## src/rtl/pse_defines.svh

```systemverilog
// pse_defines.svh: constants for the port strobe and external memory cycle block
// assumes one 20 MHz clock that stands in for the cpu clock output timebase
`ifndef PSE_DEFINES_SVH
`define PSE_DEFINES_SVH
`define PSE_STROBE_CYCLES   3'h2
`define PSE_WR_DELAY_CYCLES 3'h2
`define PSE_RD_DELAY_CYCLES 3'h3
`define PSE_PMEM_WINDOW     3'h3
`define PSE_DMEM_SHORT      3'h3
`define PSE_DMEM_LONG       3'h5
`define PSE_PORT_RESET      8'h00
`define PSE_ADDR_RESET      16'h0000
`endif

```

## src/rtl/pse_pkg.sv

```systemverilog
// pse_pkg.sv: types shared by the port strobe block
// assumes nothing beyond the defines header
`default_nettype none
package pse_pkg;
	typedef enum logic [1:0] {PSE_IDLE, PSE_DELAY, PSE_PULSE} pse_state_type;
	typedef enum logic [1:0] {PSE_MEM_IDLE, PSE_MEM_ACTIVE} pse_mem_type;
endpackage : pse_pkg
`default_nettype wire

```

## src/rtl/pse_pulse.sv

```systemverilog
// pse_pulse.sv: delayed fixed-length strobe pulse generator
// assumes a one-cycle trigger; a new trigger while busy restarts the sequence
`include "pse_defines.svh"
`default_nettype none
module pse_pulse #(
	parameter int DELAY_W = 3
) (
	input  wire logic               clk,     // clock
	input  wire logic               rst_n,   // async reset, active low
	input  wire logic               trigger, // start pulse
	input  wire logic [DELAY_W-1:0] delay,   // cycles before the pulse
	input  wire logic [DELAY_W-1:0] width,   // cycles of the pulse
	output logic                    active   // pulse level, active high
);
	pse_pkg::pse_state_type state;
	logic [DELAY_W-1:0]     count;

	always_ff @(posedge clk or negedge rst_n) begin
		if (!rst_n) begin
			state  <= pse_pkg::PSE_IDLE;
			count  <= '0;
			active <= 1'b0;
		end else if (trigger) begin
			state  <= pse_pkg::PSE_DELAY;
			count  <= delay - 3'h1;
			active <= 1'b0;
		end else begin
			case (state)
				pse_pkg::PSE_DELAY: begin
					if (count == '0) begin
						state  <= pse_pkg::PSE_PULSE;
						count  <= width - 3'h1;
						active <= 1'b1;
					end else begin
						count <= count - 3'h1;
					end
				end
				pse_pkg::PSE_PULSE: begin
					if (count == '0) begin
						state  <= pse_pkg::PSE_IDLE;
						active <= 1'b0;
					end else begin
						count <= count - 3'h1;
					end
				end
				default: begin
					active <= 1'b0;
				end
			endcase
		end
	end
endmodule : pse_pulse
`default_nettype wire

```

## src/rtl/pse_port_strobe.sv

```systemverilog
// pse_port_strobe.sv: third parallel port with read/write strobes and external memory cycle timing
// assumes cpu requests are one-cycle pulses synchronous to CLOCK and pins are synchronous inputs
`include "pse_defines.svh"
`default_nettype none
// Function
// strobe enable makes port accesses pulse strobes
// each port strobe lasts exactly two cycles
// write strobe two cycles after port update (the pin falls three cycles after PORT_OUT changes)
// read returns pins latched three cycles before strobe (the code latches them four cycles before READ_STROBE_N falls)
// read: wait three cycles, strobe two (the pin waits four cycles after the read, then strobes two)
// read strobe never samples the pins
// outside changes pins only after read strobe
// first pointer address only during strobes
// second pointer address whole access cycle
// program read window three clock periods
// data read window three or five periods
// strobes active low, idle high
module pse_port_strobe #(
	parameter int WIDTH = 8,
	parameter int AW    = 16
) (
	input  wire logic          CLOCK,          // 20 MHz clock
	input  wire logic          RSTN,           // async reset, active low
	input  wire logic          STROBE_ENABLE,  // port strobe enable control bit
	input  wire logic          PORT_WRITE,     // cpu writes the port, one-cycle pulse
	input  wire logic [WIDTH-1:0] PORT_WDATA,  // data for the port write
	input  wire logic          PORT_READ,      // cpu reads the port, one-cycle pulse
	input  wire logic [WIDTH-1:0] PORT_PINS,   // port pin levels
	input  wire logic          MEM_START,      // start an external memory access, pulse
	input  wire logic          MEM_PROGRAM,    // access is a program read
	input  wire logic          MEM_WRITE,      // access is a data write
	input  wire logic          MEM_LONG,       // long (stretched) data read
	input  wire logic          MEM_SECOND_PTR, // address from the second auto pointer
	input  wire logic [AW-1:0] MEM_ADDR,       // pointer address
	output logic [WIDTH-1:0]   PORT_OUT,       // port output value
	output logic [WIDTH-1:0]   PORT_RDATA,     // value returned to the cpu
	output logic               READ_STROBE_N,  // read strobe, active low
	output logic               WRITE_STROBE_N, // write strobe, active low
	output logic               PSEN_N,         // program read strobe, active low
	output logic [AW-1:0]      ADDR_OUT,       // external address bus
	output logic               ADDR_OE,        // address bus driven
	output logic               MEM_BUSY        // memory access under way
);
	// -----------------------------------------------------------------
	// port accesses
	// -----------------------------------------------------------------
	logic port_wr_act;
	logic port_rd_act;

	always_ff @(posedge CLOCK or negedge RSTN) begin
		if (!RSTN) begin
			PORT_OUT <= `PSE_PORT_RESET;
		end else if (PORT_WRITE) begin
			PORT_OUT <= PORT_WDATA;
		end
	end

	// the pins are captured at the read itself, which is four cycles ahead of the strobe pin
	always_ff @(posedge CLOCK or negedge RSTN) begin
		if (!RSTN) begin
			PORT_RDATA <= `PSE_PORT_RESET;
		end else if (PORT_READ) begin
			PORT_RDATA <= PORT_PINS;
		end
	end

	pse_pulse #(.DELAY_W(3)) u_wr_pulse (
		.clk     (CLOCK),
		.rst_n   (RSTN),
		.trigger (PORT_WRITE && STROBE_ENABLE),
		.delay   (`PSE_WR_DELAY_CYCLES),
		.width   (`PSE_STROBE_CYCLES),
		.active  (port_wr_act)
	);

	pse_pulse #(.DELAY_W(3)) u_rd_pulse (
		.clk     (CLOCK),
		.rst_n   (RSTN),
		.trigger (PORT_READ && STROBE_ENABLE),
		.delay   (`PSE_RD_DELAY_CYCLES),
		.width   (`PSE_STROBE_CYCLES),
		.active  (port_rd_act)
	);

	// -----------------------------------------------------------------
	// external memory cycles
	// -----------------------------------------------------------------
	pse_pkg::pse_mem_type mem_state;
	logic [2:0]           mem_count;
	logic                 mem_go;
	logic                 mem_prog;
	logic                 mem_wr;
	logic                 mem_ptr2;
	logic [AW-1:0]        mem_addr;

	function automatic logic [2:0] window(input logic prog, input logic lng);
		if (prog) begin
			window = `PSE_PMEM_WINDOW;
		end else if (lng) begin
			window = `PSE_DMEM_LONG;
		end else begin
			window = `PSE_DMEM_SHORT;
		end
	endfunction : window

	// a start is honoured only once the busy pin is low, so a request on the
	// last busy cycle cannot slip in unseen by the outside
	always_comb begin
		mem_go = (mem_state == pse_pkg::PSE_MEM_IDLE) && MEM_START && !MEM_BUSY;
	end

	always_ff @(posedge CLOCK or negedge RSTN) begin
		if (!RSTN) begin
			mem_state <= pse_pkg::PSE_MEM_IDLE;
		end else begin
			case (mem_state)
				pse_pkg::PSE_MEM_IDLE: begin
					if (mem_go) begin
						mem_state <= pse_pkg::PSE_MEM_ACTIVE;
					end
				end
				default: begin
					if (mem_count == 3'h0) begin
						mem_state <= pse_pkg::PSE_MEM_IDLE;
					end
				end
			endcase
		end
	end

	// the window counts down to zero and rests there while idle
	always_ff @(posedge CLOCK or negedge RSTN) begin
		if (!RSTN) begin
			mem_count <= 3'h0;
		end else if (mem_go) begin
			mem_count <= window(MEM_PROGRAM, MEM_LONG && !MEM_WRITE) - 3'h1;
		end else if (mem_count != 3'h0) begin
			mem_count <= mem_count - 3'h1;
		end
	end

	// access kind and address are held for the whole cycle
	always_ff @(posedge CLOCK or negedge RSTN) begin
		if (!RSTN) begin
			mem_prog <= 1'b0;
			mem_wr   <= 1'b0;
			mem_ptr2 <= 1'b0;
			mem_addr <= `PSE_ADDR_RESET;
		end else if (mem_go) begin
			mem_prog <= MEM_PROGRAM;
			mem_wr   <= MEM_WRITE && !MEM_PROGRAM;
			mem_ptr2 <= MEM_SECOND_PTR;
			mem_addr <= MEM_ADDR;
		end
	end

	// -----------------------------------------------------------------
	// pin outputs, all registered
	// -----------------------------------------------------------------
	logic next_mem_act;
	logic next_rd;
	logic next_wr;
	logic next_oe;

	always_comb begin
		next_mem_act = (mem_state == pse_pkg::PSE_MEM_ACTIVE);
		next_rd = port_rd_act || (next_mem_act && !mem_wr && !mem_prog);
		next_wr = port_wr_act || (next_mem_act && mem_wr);
		next_oe = next_mem_act && (mem_ptr2 || next_rd || next_wr);
	end

	// one helper for all three strobe pins keeps their polarity in one place
	function automatic logic strobe_level(input logic act);
		strobe_level = !act;
	endfunction : strobe_level

	// outputs lag the internal state by one cycle; both strobe pins keep equal latency
	always_ff @(posedge CLOCK or negedge RSTN) begin
		if (!RSTN) begin
			READ_STROBE_N <= 1'b1;
		end else begin
			READ_STROBE_N <= strobe_level(next_rd);
		end
	end

	always_ff @(posedge CLOCK or negedge RSTN) begin
		if (!RSTN) begin
			WRITE_STROBE_N <= 1'b1;
		end else begin
			WRITE_STROBE_N <= strobe_level(next_wr);
		end
	end

	// program reads use their own strobe and never the data strobes
	always_ff @(posedge CLOCK or negedge RSTN) begin
		if (!RSTN) begin
			PSEN_N <= 1'b1;
		end else begin
			PSEN_N <= strobe_level(next_mem_act && mem_prog);
		end
	end

	// -----------------------------------------------------------------
	// address bus
	// -----------------------------------------------------------------
	// the first pointer drives the bus only with a strobe, the second for the whole access
	always_ff @(posedge CLOCK or negedge RSTN) begin
		if (!RSTN) begin
			ADDR_OUT <= `PSE_ADDR_RESET;
			ADDR_OE  <= 1'b0;
		end else begin
			ADDR_OUT <= next_oe ? mem_addr : `PSE_ADDR_RESET;
			ADDR_OE  <= next_oe;
		end
	end

	always_ff @(posedge CLOCK or negedge RSTN) begin
		if (!RSTN) begin
			MEM_BUSY <= 1'b0;
		end else begin
			MEM_BUSY <= next_mem_act;
		end
	end
endmodule : pse_port_strobe
`default_nettype wire

```

## config.mk

```make
export PLATFORM = sky130hd
export DESIGN_NAME = pse_port_strobe
export DESIGN_NICKNAME = d
export VERILOG_FILES = /design/src/rtl/pse_pkg.sv /design/src/rtl/pse_pulse.sv /design/src/rtl/pse_port_strobe.sv
export VERILOG_INCLUDE_DIRS = /design/src /design/src/rtl
export SDC_FILE = /design/constraint.sdc
export NUM_CORES = 1
export LEC_CHECK = 0
export ABC_AREA = 1
export ABC_CLOCK_PERIOD_IN_PS = 3700
export BUFFER_PORTS_ARGS = -buffer_cell sky130_fd_sc_hd__buf_2
export CORE_MARGIN = 2
export CORE_UTILIZATION = 50
export CTS_CLUSTER_DIAMETER = 200
export CTS_CLUSTER_SIZE = 14
export DETAILED_ROUTE_END_ITERATION = 8
export PLACE_DENSITY = 0.75
export SETUP_SLACK_MARGIN = 0.02
export SLEW_MARGIN = 20
export SYNTH_ARGS = -nofsm -noshare
export SYNTH_HDL_FRONTEND = slang
export SYNTH_HIERARCHICAL = 1
export SYNTH_SLANG_ARGS = --single-unit
```

## constraint.sdc

```tcl
create_clock -name CLOCK -period 3.7 [get_ports CLOCK]
set_input_delay 0.74 -clock CLOCK [delete_from_list [all_inputs] [get_ports CLOCK]]
set_output_delay 0.74 -clock CLOCK [all_outputs]
set_load 0.02 [all_outputs]
```

==> reports/qor.yml <==
outcome: "completed"
postCtsResizedCells: 0
grt_pass1_wl_um: 10000
synth_seq_cells: 72
synth_top_family_by_area: "simple AND/OR/NAND/NOR gates"
setup_slack_ns: 1.95
seq_power_share_pct: 41.3
pwr_density_cell_mw_per_mm2: 742
p_leak_nw: 2.19
grt_setup_unrepaired: "no"
r2r_cells: 7
slowest_delay_ns: 0.53
met2_length_um: 2850
crit_family: "flip-flops"
synth_ff_type: "dfrtp_1"
min_path_type: "flop to flop"
hold_violations: 0
wirelength_um: 5780
ant_nets: 0
synth_adder_area_share_pct: 3.51
fin_setup_tns_ns: 0
crit_path_end_kind: "output port"
vias: 2401
critPathLaunchType: "flop"
finalNonFillerCells: 528
cts_buffer_depth: 2
top_layer_used: "met4"
synth_edf_count: 0
diodes: 0
maxCapViolations: 0
synth.avg_cell_area_um2: 9.22
power.internal_w: 0.00177
synth-compound-area-share_pct: 6.43
clk_pin_slew_ns: 0.07
ys_types: 27
slowest_stage: "dfstp_2"
cts_tree: "done"
core.rowCount: 29
rr_endpoint: "mem_count[2]$_DFFE_PN0P_"
async_flop_share_pct: 100
holdCritStartpoint: "u_wr_pulse/active$_DFFE_PN0P_"
fmax_ghz: 0.570
clkSinkCount: 72
wl_per_cell_um: 10.9
relSlewSlack_pct: 42.0
cts_root_buf: "clkbuf_8"
p_sw_share_pct: 39.1
fin_crit_ns: 1.75
yosysWarnings: 6
fillers: 521
crit_cells: 1
path_cells: "buf_2"
via_per_inst: 4.55
die_area_mm2: 0.00708
worst_slew_pin_slew_ns: 0.870
portBuffers: 78
antenna_found_initial: 0
layout-drive-gt1-share_pct: 32.2
drtIter0Drc: 117
core_mm2: 0.00628
drv_slew: 0
die_width_um: 84.1
post-cts-setup-buffer-count: 0
synth_xor_xnor_area_share_pct: 0.546
grt_usage_pct: 17.6
ir_worst_vdd_v: 0.000441
layout_commonest_cell: "nand2_1"
wl_met1_um: 2650
endpoint: "PSEN_N"
finClkSkew_ns: 0.00773
clock_power_share_pct: 20.9
crit_arrival_ns: 1.01
met3_length_um: 154
p_switching_w: 0.00114
critPathMaxFanout: 1
syn_inst: 348
synth_simple_gate_area_share_pct: 18.2
setup_viol: 0
nNetsFinal: 497
r2r_slack_ns: 2.02
multi_input_area_mm2: 0.00116
yosysSeqAreaShare_pct: 56.3
final_cell_mix: "nand2_1 (81), buf_2 (78), dfrtp_1 (69)"
placed_cells: 512
area_growth_pct: 22.3
cts_hold_buf: 0
io_pins: 79
drc: 0
place_congestion: 0.783
cp.required_ns: 2.96
grt_pass1_vias: 2420
drt_pass1_iterations: 4
place_ws_ns: 1.68
clk_latency_ns: 0.34
synth.area.mux_share_pct: 5.61
initial_utilization_pct: 51.1
syn_area_mm2: 0.00321
ff_latch_area_mm2: 0.00181
grt_max_degree: 73
crit_buf_inv: 1
hpwl_um: 4160
die_h_um: 84.1
htree_levels: 3
cts_made_buffers: 9
critical_path_class: "flop to output port"
timing.rr.start: "mem_state[0]$_DFFE_PN0P_"
comb_power_share_pct: 37.8
grt_overflow: 0
timing.final.crit_share_pct: 47.4
crit_start: "PSEN_N$_DFF_PN1_"
==> layer usage <==
metal  global-route usage [%]  vias to the layer above
li1                         -                     1233
met1                     21.6                     1121
met2                     29.1                       36
met3                     3.96                       11
met4                     9.38                        0
met5                        0                        -
==> cell families after synthesis <==
logic type / Yosys count
muxes: 16
AOI/OAI and AO/OA: 36
DFF: 72
and+or+nand+nor: 135
xor gates and xnor gates: 2
adders and majority gates: 9
other: 2
buffers and inverters: 76
==> state kept, by name (all words and copies together), names as in the netlist, 2 cells and up <==
register,cells
u_rd_pulse/count,3
PORT_OUT,8
PORT_RDATA,8
ADDR_OUT,16
u_wr_pulse/state,2
mem_addr,16
u_rd_pulse/state,2
mem_count,3
u_wr_pulse/count,3
==> cell usage after synthesis (3+ instances only) <==
master	number	area, um2
o21ai_0	22	110
nor2_2	13	81.3
inv_1	63	236
inv_2	6	22.5
mux2_2	16	180
o21ai_1	4	20.0
clkbuf_1	3	11.3
a21oi_2	3	26.3
nand3_1	12	60.1
dfstp_2	3	78.8
dfrtp_1	69	1730
ha_1	9	113
nand2_2	3	18.8
a21oi_1	4	20.0
nor2_1	22	82.6
nand2_1	81	304
==> final cells by class <==
type	count	share of cell area (%)
clock inverter	6	1.72
timing repair buffer	80	10.3
inverter	69	6.60
multi-input combinational	214	29.6
sequential	72	46.0
tap	77	2.46
clock buffer	10	3.25
==> power groups by stage <==
stage	logic (W)	clock network [W]	registers, W
global route	0.00125	0.000662	0.00123
global placement	0.00106	0	0.00121
finish	0.00110	0.000609	0.00120
detailed placement	0.00110	0	0.00122
floorplan	0.000702	0	0.00133
CTS	0.00110	0.000629	0.00120
==> through the flow <==
stage	power (W)	hold slack [ns]	instance area, um2	utilization (%)
after floorplan	0.00203	0.375	3260	-
after CTS	0.00294	0.429	3920	62.5
final	0.00291	0.426	3920	62.5
after global placement	0.00227	0.420	3730	59.4
after detailed placement	0.00231	0.413	3730	59.4
after global routing	0.00314	0.446	3920	62.5
==> how the worst min path moves through the flow <==
stage / to / slack, ns / cells after the start
after floorplan: WRITE_STROBE_N$_DFF_PN1_ / 0.38 / 1
after global placement: PSEN_N$_DFF_PN1_ / 0.42 / 1
after detailed placement: WRITE_STROBE_N$_DFF_PN1_ / 0.41 / 1
after CTS: WRITE_STROBE_N$_DFF_PN1_ / 0.43 / 1
after global routing: WRITE_STROBE_N$_DFF_PN1_ / 0.45 / 1
final: WRITE_STROBE_N$_DFF_PN1_ / 0.43 / 1
No activity file was read; power rests on OpenSTA's default activity.
